[src/design/izf_pkg.sv]
package izf_pkg;
  localparam int FIFO_DEPTH = 8;        // Entries in the sample buffer.
  localparam int WORD_W     = 24;       // Bits per stored word.
  localparam int VOLT_W     = 20;       // Voltage field width.
  localparam int VOLT_LSB   = 4;        // Lowest bit of the voltage field.
  localparam int ZERO_BIT   = 3;        // Bit that always reads zero.
  localparam int TAG_W      = 3;        // Tag field width, bits 2..0.
  localparam int CMD_BITS   = 8;        // Address plus read/write bit.
  localparam int FIRST_POP_EDGE = 32;   // Clock rise that ends the first word.
  localparam int BURST_MAX  = 32;       // Words a burst may pop.
  localparam int SCLK_PERIOD_NS = 125;  // Bench period of the serial clock.
  localparam logic [6:0] ADDR_BURST  = 7'h22; // Burst retrieval address.
  localparam logic [6:0] ADDR_SINGLE = 7'h23; // Single-word retrieval address.
  localparam logic [2:0] TAG_VALID     = 3'h0;
  localparam logic [2:0] TAG_RANGE     = 3'h1;
  localparam logic [2:0] TAG_EOF       = 3'h2;
  localparam logic [2:0] TAG_RANGE_EOF = 3'h3;
  localparam logic [2:0] TAG_EMPTY     = 3'h6;
  localparam logic [2:0] TAG_OVF       = 3'h7;
  // Link states, Gray coded along idle, command, data.
  typedef enum logic [1:0] {
    IZF_IDLE = 2'h0,
    IZF_CMD  = 2'h1,
    IZF_DATA = 2'h3
  } izf_link_t;
endpackage

[src/design/izf_sample_fifo.sv]
// Circular buffer with valid/ready on both sides and a registered ready.
module izf_stream_fifo #(
  parameter int WIDTH = 24,
  parameter int DEPTH = 8
) (
  input  wire logic                       clk_sys,
  input  wire logic                       nrst,
  input  wire logic                       flush,
  input  wire logic                       inValid,
  input  wire logic [WIDTH-1:0]           inData,
  output logic                            inReady,
  output logic                            outValid,
  output logic [WIDTH-1:0]                outData,
  input  wire logic                       outReady,
  output logic [$clog2(DEPTH+1)-1:0]      level
);
  localparam int PW = $clog2(DEPTH);
  localparam int LW = $clog2(DEPTH+1);
  // Pointers wrap by overflow, so the depth must be a power of two.
  if (DEPTH < 2 || (DEPTH & (DEPTH - 1)) != 0) begin : g_chk
    $error("DEPTH must be a power of two, at least 2");
  end
  typedef struct packed {
    logic [DEPTH-1:0][WIDTH-1:0] mem;   // Storage, indexed by pointer.
    logic [PW-1:0]               wrPtr; // Next slot to write.
    logic [PW-1:0]               rdPtr; // Oldest unread slot.
    logic [LW-1:0]               level; // Unread entries.
    logic                        ready; // Room for one more word.
  } izf_fifo_st_t;
  izf_fifo_st_t s;
  izf_fifo_st_t next_s;
  logic push;
  logic pop;
  // Next-state logic; a flush drops a concurrent write on purpose.
  always_comb begin
    next_s = s;
    push = inValid && s.ready;
    pop = outReady && (s.level != '0);
    if (push) begin
      next_s.mem[s.wrPtr] = inData;
      next_s.wrPtr = s.wrPtr + PW'(1);
    end
    if (pop) begin
      next_s.rdPtr = s.rdPtr + PW'(1);
    end
    unique case ({push, pop})
      2'b10: next_s.level = s.level + LW'(1);
      2'b01: next_s.level = s.level - LW'(1);
      default: next_s.level = s.level;
    endcase
    next_s.ready = (next_s.level != LW'(DEPTH));
    if (flush) begin
      next_s.wrPtr = '0;
      next_s.rdPtr = '0;
      next_s.level = '0;
      next_s.ready = 1'b1;
    end
  end
  // State register; reset clears the storage too.
  always_ff @(posedge clk_sys or negedge nrst) begin
    if (!nrst) begin
      s <= '{ready: 1'b1, default: '0};
    end else begin
      s <= next_s;
    end
  end
  // Ready and level are registered; the head word is read by index.
  assign inReady = s.ready;
  assign outValid = (s.level != '0);
  assign outData = s.mem[s.rdPtr];
  assign level = s.level;
endmodule

// Sample buffer with serial read-out, sampled on the system clock.
module izf_sample_fifo #(
  parameter int DEPTH = izf_pkg::FIFO_DEPTH
) (
  input  wire logic        clk_sys,
  input  wire logic        nrst,
  input  wire logic        sampleValid,
  input  wire logic [19:0] sampleVoltage,
  input  wire logic        sampleOutOfRange,
  output logic             sampleReady,
  input  wire logic [2:0]  fifoIrqThreshold,
  input  wire logic        fifoResetCmd,
  input  wire logic        resyncCommand,
  input  wire logic        csbN,
  input  wire logic        sclk,
  input  wire logic        sdi,
  output logic             sdo,
  output logic             fifoIrqFlag,
  output logic             fifoOverflowFlag
);
  // The level width must hold the value DEPTH itself.
  localparam int LW = $clog2(DEPTH+1);
  // The threshold code reaches seven, so fewer than eight entries could never raise the flag.
  if (DEPTH < 8) begin : g_chk
    $error("DEPTH must be at least 8");
  end
  typedef struct packed {
    izf_pkg::izf_link_t state;    // Link phase.
    logic [1:0]         csbSync;  // Select synchroniser, bit 0 first.
    logic [2:0]         sclkSync; // Clock synchroniser plus edge history.
    logic [1:0]         sdiSync;  // Data synchroniser.
    logic [4:0]         bitCnt;   // Bit within command or word.
    logic [5:0]         wordCnt;  // Words finished in this frame.
    logic [6:0]         cmdShift; // Command bits taken so far.
    logic               fifoSel;  // Frame reads the buffer.
    logic               burst;    // Frame is a burst read.
    logic               reload;   // Compose the next word this cycle.
    logic [23:0]        shreg;    // Outgoing word.
    logic               sdo;      // Serial output bit.
    logic               ovf;      // Sticky overflow.
    logic               irq;      // Threshold flag.
  } izf_top_st_t;
  izf_top_st_t s;
  izf_top_st_t next_s;
  logic              popNow;
  logic              flush;
  logic              fifoOutValid;
  logic [23:0]       fifoOutData;
  logic [LW-1:0]     fifoLevel;
  logic              rise;
  logic              fall;
  logic [2:0]        tag;
  logic [23:0]       word;
  logic [6:0]        addr;

  assign flush = fifoResetCmd || resyncCommand;
  // Edges are found from the second and third stages only.
  assign rise = s.sclkSync[1] && !s.sclkSync[2];
  assign fall = !s.sclkSync[1] && s.sclkSync[2];

  izf_stream_fifo #(.WIDTH(izf_pkg::WORD_W), .DEPTH(DEPTH)) u_fifo (
    .clk_sys         (clk_sys),
    .nrst            (nrst),
    .flush           (flush),
    .inValid         (sampleValid),
    .inData          ({sampleVoltage, 3'h0, sampleOutOfRange}),
    .inReady         (sampleReady),
    .outValid        (fifoOutValid),
    .outData         (fifoOutData),
    .outReady        (popNow),
    .level           (fifoLevel)
  );

  // Word composition; overflow outranks empty, empty outranks data tags.
  always_comb begin
    if (s.ovf) begin
      tag = izf_pkg::TAG_OVF;
    end else if (!fifoOutValid) begin
      tag = izf_pkg::TAG_EMPTY;
    end else begin
      tag = {1'b0, fifoLevel == LW'(1), fifoOutData[0]};
    end
    word = {fifoOutValid ? fifoOutData[23:izf_pkg::VOLT_LSB] : 20'h0, 1'b0, tag};
  end

  // Link, overflow and threshold logic.
  always_comb begin
    next_s = s;
    popNow = 1'b0;
    addr = s.cmdShift;
    next_s.csbSync = {s.csbSync[0], csbN};
    next_s.sclkSync = {s.sclkSync[1:0], sclk};
    next_s.sdiSync = {s.sdiSync[0], sdi};
    next_s.reload = 1'b0;
    // Count reaching the threshold code plus one raises the flag.
    next_s.irq = (fifoLevel > LW'(fifoIrqThreshold));
    // An overflow in the same cycle as a clear still wins.
    if (flush) begin
      next_s.ovf = 1'b0;
    end
    if (sampleValid && !sampleReady) begin
      next_s.ovf = 1'b1;
    end
    // The word is latched one cycle after its pop, once the head has moved.
    if (s.reload) begin
      next_s.shreg = word;
    end
    // Deselect ends any frame, even one cut short in mid-word.
    if (s.csbSync[1]) begin
      next_s.state = izf_pkg::IZF_IDLE;
      next_s.bitCnt = '0;
      next_s.wordCnt = '0;
      next_s.fifoSel = 1'b0;
      next_s.sdo = 1'b0;
    end else if (rise) begin
      next_s.bitCnt = s.bitCnt + 5'h1;
      unique case (s.state)
        izf_pkg::IZF_IDLE, izf_pkg::IZF_CMD: begin
          next_s.state = izf_pkg::IZF_CMD;
          next_s.cmdShift = {s.cmdShift[5:0], s.sdiSync[1]};
          if (s.bitCnt == 5'(izf_pkg::CMD_BITS - 1)) begin
            next_s.state = izf_pkg::IZF_DATA;
            next_s.bitCnt = '0;
            // Only reads of the two buffer addresses are served.
            next_s.fifoSel = s.sdiSync[1] && (addr == izf_pkg::ADDR_BURST ||
                                               addr == izf_pkg::ADDR_SINGLE);
            next_s.burst = (addr == izf_pkg::ADDR_BURST);
            next_s.reload = next_s.fifoSel;
            next_s.shreg = '0;
          end
        end
        izf_pkg::IZF_DATA: begin
          if (s.bitCnt == 5'(izf_pkg::WORD_W - 1)) begin
            next_s.bitCnt = '0;
            if (s.wordCnt != 6'(izf_pkg::BURST_MAX)) begin
              next_s.wordCnt = s.wordCnt + 6'h1;
            end
            // Reading an empty buffer moves no pointer.
            if (s.fifoSel && fifoOutValid && (s.burst ?
                s.wordCnt < 6'(izf_pkg::BURST_MAX) : s.wordCnt == '0)) begin
              popNow = 1'b1;
            end
            // A single read shifts zeros after its only word.
            next_s.reload = s.fifoSel && s.burst;
          end
        end
        default: next_s.state = izf_pkg::IZF_IDLE;
      endcase
    end else if (fall && s.state == izf_pkg::IZF_DATA) begin
      // Shifting on the fall lets the host sample a settled bit on the rise.
      next_s.sdo = s.shreg[23];
      next_s.shreg = {s.shreg[22:0], 1'b0};
    end
  end

  // State register.
  always_ff @(posedge clk_sys or negedge nrst) begin
    if (!nrst) begin
      s <= '{state: izf_pkg::IZF_IDLE, csbSync: 2'h3, default: '0};
    end else begin
      s <= next_s;
    end
  end

  // Outputs come straight from the state register.
  assign sdo = s.sdo;
  assign fifoIrqFlag = s.irq;
  assign fifoOverflowFlag = s.ovf;
endmodule

[config.mk]
export PLATFORM = sky130hd
export DESIGN_NAME = izf_sample_fifo
export DESIGN_NICKNAME = d
export VERILOG_FILES = /design/src/design/izf_pkg.sv /design/src/design/izf_sample_fifo.sv
export SDC_FILE = /design/constraint.sdc
export NUM_CORES = 1
export LEC_CHECK = 0
export BUFFER_PORTS_ARGS = -buffer_cell sky130_fd_sc_hd__clkbuf_2
export CORE_MARGIN = 2
export CORE_UTILIZATION = 40
export DETAILED_ROUTE_END_ITERATION = 8
export PLACE_DENSITY = 0.64
export SYNTH_ARGS = -nofsm -noshare
export SYNTH_HDL_FRONTEND = slang
export SYNTH_HIERARCHICAL = 1
export SYNTH_SLANG_ARGS = --single-unit
[constraint.sdc]
create_clock -name clk_sys -period 9.9 [get_ports clk_sys]
set_clock_uncertainty 0.05 [all_clocks]
set_input_delay 0.99 -clock clk_sys [delete_from_list [all_inputs] [get_ports clk_sys]]
set_output_delay 0.99 -clock clk_sys [all_outputs]
set_load 0.01 [all_outputs]
==> results of run 1 <==
-- through the flow --
stage | utilization | hold WS [ns] | total power [mW] | worst slack [ns]
finish | 0.4550 | 0.3017 | 2.204 | 6.372
global route | 0.4550 | 0.3136 | 2.295 | 5.983
CTS | 0.4550 | 0.3041 | 2.236 | 6.346
detailed placement | 0.4215 | 0.2902 | 1.230 | 6.370
global placement | 0.4215 | 0.2878 | 1.224 | 6.475
floorplan | - | 0.2812 | 1.171 | 6.779
-- worst max-delay path by stage --
stage                     cells past startpoint                         to  slack, ns
after detailed placement                     14  u_fifo/level[2]$_DFF_PN0_       6.37
after floorplan                              14  u_fifo/level[2]$_DFF_PN0_       6.78
after CTS                                    14  u_fifo/level[2]$_DFF_PN0_       6.35
final                                        14  u_fifo/level[2]$_DFF_PN0_       6.37
after global routing                         14  u_fifo/level[2]$_DFF_PN0_       5.98
after global placement                       14  u_fifo/level[2]$_DFF_PN0_       6.48
-- flip-flops by register name, summed over array words and instances (netlist names) --
signal and flops:
u_fifo/s 174, u_fifo/level 4, fifoOverflowFlag 1, s 43, next_s 4, sdo 1, addr 7, u_fifo/inReady 1
fifoIrqFlag 1
-- cell type report --
type | instances | share of cell area
inverters | 14 | 0.004309
well taps | 341 | 0.03499
clock inverters | 10 | 0.01170
clock buffers | 38 | 0.06197
flip-flops and latches | 236 | 0.4848
multi-input cells | 477 | 0.3790
repair buffers | 48 | 0.02319
-- power groups by stage --
stage | sequential [mW] | clock (mW) | combinational, mW
finish | 1.06 | 0.995 | 0.145
global route | 1.07 | 1.06 | 0.163
CTS | 1.06 | 1.02 | 0.149
detailed placement | 1.08 | 0 | 0.148
global placement | 1.08 | 0 | 0.145
floorplan | 1.07 | 0 | 0.101
-- layer usage --
layer	up-vias	track usage	share of wire
met4	0	0.03973	0.020
met5	-	0	0
met3	30	0.01987	0.027
li1	2872	-	-
met1	3207	0.2323	0.50
met2	85	0.2466	0.46
-- critical path: cells and delay by family (launching register included) --
kind / cells / cell delay, ns
compound gates: 3 / 0.67
xor+xnor: 1 / 0.14
fa+ha+maj: 2 / 0.33
buf+inv: 1 / 0.08
flops: 1 / 0.43
simple gates: 7 / 1.77
==> flow_summary.json, run 1 <==
{
  "ff2ff_setup_slack_ns": 6.37,
  "arrival_ns": 3.93,
  "slowest_stage": "nor4b_1",
  "final_cell_mix": "dfrtp_1 (231), mux2_2 (176), mux4_2 (42)",
  "track_usage": 0.1568,
  "status": "completed",
  "p_int_mw": 1.721,
  "cts_sinks": 236,
  "setup_viol": 0,
  "wl_mm": 21.53,
  "min_to": "next_s[52]$_DFF_PN0_",
  "clkLatencyLatePin_ns": 0.53,
  "power_frac_comb": 0.066,
  "avgSynthCellArea_sq_um": 13.91,
  "rows": 60,
  "criticalPathCategory": "register to register",
  "final_area_sq_um": 12190,
  "diodes": 0,
  "power.density_nw_per_um2": 180.8,
  "drc_errors": 0,
  "r2r_start": "s[37]$_DFFE_PN0P_",
  "final_common_cell": "dfrtp_1",
  "path_cells": "inv_1 -> ha_1 -> nor4b_1 -> nor2_1 -> nor4b_1 -> and3_1 -> a21boi_1 -> nand2_1 -> xnor2_1 -> ha_1 -> a21o_1 -> and3_4 -> or4_1 -> a21oi_1",
  "io_buffer_count": 35,
  "postRouteAntennaNets": 0,
  "switching_share": 0.2193,
  "start_kind": "register",
  "slew_headroom": 0.3350,
  "cts_htree_levels": 1,
  "die_w_um": 168.6,
  "synthCells": 779,
  "clockBufferDepth": 3,
  "ir_drop_mv": 0.1294,
  "nFillCells": 2420,
  "worst_setup_path_end_kind": "register",
  "gp_congestion": 0.7858,
  "synth_warnings": 6,
  "cts_resized": 0,
  "cts_tree": "yes",
  "areaGrowthSynthToFinish_pct": 12.57,
  "postCtsSetupBuffers": 0,
  "fin_setup_tns_ns": 0,
  "whs_path_depth": 0,
  "dp.cells": 1116,
  "r2r-end": "u_fifo/level[2]$_DFF_PN0_",
  "core_area_sq_um": 26800,
  "seq_area_sq_um": 5912,
  "worstHoldStart": "next_s[51]$_DFF_PN0_",
  "antenna_found_initial": 0,
  "power_frac_clock": 0.451,
  "multi_input_area_sq_um": 4622,
  "die_area_sq_um": 28410,
  "rsz0062_at_grt": "false",
  "nets": 845,
  "grt_max_degree": 121,
  "worst_slew_pin_slew_ns": 0.9975,
  "overflow": 0,
  "clk_pin_slew_ns": 0.06,
  "cellLeakagePower_nw": 5.514,
  "via_count": 6194,
  "cts-root-buf": "clkbuf_16",
  "numCtsBuffers": 26,
  "top_level_ports": 36,
  "drive_gt1_frac": 0.3985,
  "p_switching_mw": 0.4835,
  "first_iter_violations": 270,
  "post-route-period-util": 0.3563,
  "routedWlPerCell_um": 18.49,
  "final_cells": 1164,
  "hold_violations": 0,
  "via_per_inst": 5.321,
  "grt_pass1_vias": 6371,
  "path_max_fanout": 5,
  "max_freq_ghz": 0.2835,
  "firstDrtPassIters": 4,
  "grt_pass1_wl_mm": 35.67,
  "postCtsHoldBufs": 0,
  "fin_crit_ns": 3.528,
  "synth_fp_nets": 821,
  "die_y_um": 168.6,
  "dp_hpwl_mm": 12.83,
  "placed_area_sq_um": 11300,
  "max_stage_delay_ns": 0.51,
  "syn_area_sq_um": 10830,
  "ff2ff_path_depth": 14,
  "cap_violations": 0,
  "initial_core_util": 0.4042,
  "crit_required_ns": 10.30,
  "slew_viol_final": 0,
  "hold_class": "register to register",
  "p_seq_frac": 0.483,
  "critPathLaunch": "s[37]$_DFFE_PN0P_"
}
Power figures use the tool's default switching activity.
==> run 2, diff against run 1 <==
--- a/config.mk
+++ b/config.mk
@@ -5,11 +5,12 @@
 export SDC_FILE = /design/constraint.sdc
 export NUM_CORES = 1
 export LEC_CHECK = 0
+export ABC_AREA = 1
 export BUFFER_PORTS_ARGS = -buffer_cell sky130_fd_sc_hd__clkbuf_2
 export CORE_MARGIN = 2
 export CORE_UTILIZATION = 40
 export DETAILED_ROUTE_END_ITERATION = 8
-export PLACE_DENSITY = 0.64
+export PLACE_DENSITY = 0.66
 export SYNTH_ARGS = -nofsm -noshare
 export SYNTH_HDL_FRONTEND = slang
 export SYNTH_HIERARCHICAL = 1
==> constraint.sdc (replaced) <==
create_clock -name clk_sys -period 3 [get_ports clk_sys]
set_clock_uncertainty 0.05 [all_clocks]
set_input_delay 0.3 -clock clk_sys [delete_from_list [all_inputs] [get_ports clk_sys]]
set_output_delay 0.3 -clock clk_sys [all_outputs]
set_load 0.01 [all_outputs]
==> run 2 against run 1 <==
Sequential power rose to 3.4 times the previous value. Cell area rose by 1.8%. Global-route usage is 2.9 points higher. Die area is 2.5% higher. Register-to-register slack got worse by 6.0 ns. Critical endpoint is now u_fifo/inReady$_DFF_PN1_.
==> flow_summary.json, run 2 <==
{
  "gp_congestion": 0.7891,
  "cts_sinks": 236,
  "ff2ff_setup_slack_ns": 0.36,
  "synthCells": 1344,
  "status": "completed",
  "die_w_um": 170.6,
  "ir_drop_mv": 0.4751,
  "power.density_nw_per_um2": 602.5,
  "first_iter_violations": 741,
  "arrival_ns": 3.05,
  "max_stage_delay_ns": 0.42,
  "grt_pass1_vias": 8490,
  "top_level_ports": 36,
  "path_max_fanout": 6,
  "avgSynthCellArea_sq_um": 8.264,
  "drive_gt1_frac": 0.09632,
  "nets": 1382,
  "slew_viol_final": 0,
  "numCtsBuffers": 26,
  "largest_reg_flops": 174,
  "firstDrtPassIters": 4,
  "dp.cells": 1679,
  "worst_slew_pin_slew_ns": 0.7660,
  "final_cells": 1732,
  "cellLeakagePower_nw": 5.774,
  "worst_setup_path_end_kind": "register",
  "synth_fp_nets": 1386,
  "areaGrowthSynthToFinish_pct": 11.78,
  "clkLatencyLatePin_ns": 0.55,
  "postCtsSetupBuffers": 0,
  "core_area_sq_um": 27100,
  "rsz0062_at_grt": "false",
  "die_area_sq_um": 29120,
  "track_usage": 0.1854,
  "via_count": 8930,
  "post-route-period-util": 0.8801,
  "cpMostUsedCell": "inv_1",
  "syn_area_sq_um": 11110,
  "fin_crit_ns": 2.640,
  "io_buffer_count": 35,
  "grt_max_degree": 87,
  "via_per_inst": 5.156,
  "postRouteAntennaNets": 0,
  "max_freq_ghz": 0.3787,
  "synth_warnings": 6,
  "postLayoutCoreUtil": 0.4581,
  "die_y_um": 170.6,
  "start_kind": "register",
  "cap_violations": 0,
  "wl_mm": 26.30,
  "diodes": 0,
  "critical_path_buf_inv_count": 3,
  "fin_setup_tns_ns": 0,
  "cts-root-buf": "clkbuf_16",
  "hold_violations": 0,
  "dp_hpwl_mm": 15.30,
  "antenna_found_initial": 0,
  "final_cell_mix": "o21ai_0 (288), nand2_1 (263), dfrtp_1 (232)",
  "grt_pass1_wl_mm": 43.75,
  "cts_htree_levels": 1,
  "final_common_cell": "o21ai_0",
  "drc_errors": 0,
  "path_cells": "inv_1 -> ha_1 -> inv_1 -> nor4_1 -> o21ai_0 -> nor2_2 -> nand2_1 -> inv_1 -> ha_1 -> xor2_1 -> nand2_1 -> a21oi_1 -> nand3_1",
  "slew_headroom": 0.4888,
  "cts_tree": "yes",
  "hold_class": "input port to register",
  "rows": 60,
  "overflow": 0,
  "critPathTopFamily": "simple AND/OR/NAND/NOR gates",
  "criticalPathCategory": "register to register",
  "initial_core_util": 0.4098,
  "top_register": "u_fifo/s",
  "routedWlPerCell_um": 15.18,
  "crit_required_ns": 3.41,
  "setup_viol": 0,
  "clockBufferDepth": 3,
  "clk_pin_slew_ns": 0.06,
  "slowest_stage": "dfrtp_1"
}
-- run 2: cell count changes in the layout (fill, tap and decap cells not counted), sizes merged, moves of 36 or more --
cell,delta
inv,+75
mux2,-197
mux4,-42
nand2,+233
nand3,+36
nor2,+165
o21ai,+287
-- run 2: report_power, final --
group	switching (mW)	internal, mW	leakage (nW)
logic	0.366	0.221	2.17
registers	0.142	3.45	3.15
clock network	1.32	1.98	0.450
total	1.83	5.66	5.77
-- run 2: worst paths after layout --
path / from / to / cells after the start
worst min register to register: next_s[49]$_DFF_PN0_ / s[49]$_DFF_PN0_ / 0
worst max register to register: s[37]$_DFFE_PN0P_ / u_fifo/inReady$_DFF_PN1_ / 13
worst max-delay path: s[37]$_DFFE_PN0P_ / u_fifo/inReady$_DFF_PN1_ / 13
max in group asynchronous: nrst / u_fifo/s[166]$_DFFE_PN0P_ / 3
worst min-delay path: fifoIrqThreshold[0] / fifoIrqFlag$_DFF_PN0_ / 3
min in group asynchronous: nrst / fifoIrqFlag$_DFF_PN0_ / 2
-- run 2: worst reg2reg max path: cells and delay by family (launching register included) --
| kind | cells | cell delay (ns) |
|---|---|---|
| buf+inv | 3 | 0.31 |
| compound gates | 2 | 0.26 |
| fa+ha+maj | 2 | 0.49 |
| flops | 1 | 0.42 |
| xor+xnor | 1 | 0.24 |
| simple gates | 5 | 0.79 |
-- run 2: repair_timing --
item                       4_1_cts  5_1_grt
hold endpoints to repair        57        0
setup endpoints to repair        0        2
resized for setup                0        1
hold buffers                     5        0
-- run 2: per-layer routing --
metal / share of wire / global-route usage / vias up
met3: 0.044 / 0.02313 / 30
li1: - / - / 4393
met5: 0 / 0 / -
met2: 0.46 / 0.3033 / 199
met4: 0.016 / 0.04013 / 0
met1: 0.48 / 0.2649 / 4308
-- run 2: per-stage QoR --
stage               power, mW  area (sq um)  hold slack [ns]  setup slack (ns)
finish                  7.480         12420          0.04781            0.3596
global placement        4.214         11450           0.2140            0.4359
CTS                     7.564         12410          0.02556            0.2873
floorplan               4.026         11110         -0.04559            0.7388
global route            7.814         12420          0.02971           0.02319
detailed placement      4.239         11450           0.2108            0.3117
-- run 2: area by class of cell --
cell class	instances	area (sq um)
flip-flops and latches	236	5911
clock inverters	9	131.4
multi-input cells	920	4313
repair buffers	65	473.0
well taps	372	465.4
clock buffers	39	779.5
inverters	91	342.8
fillers	2693	14690
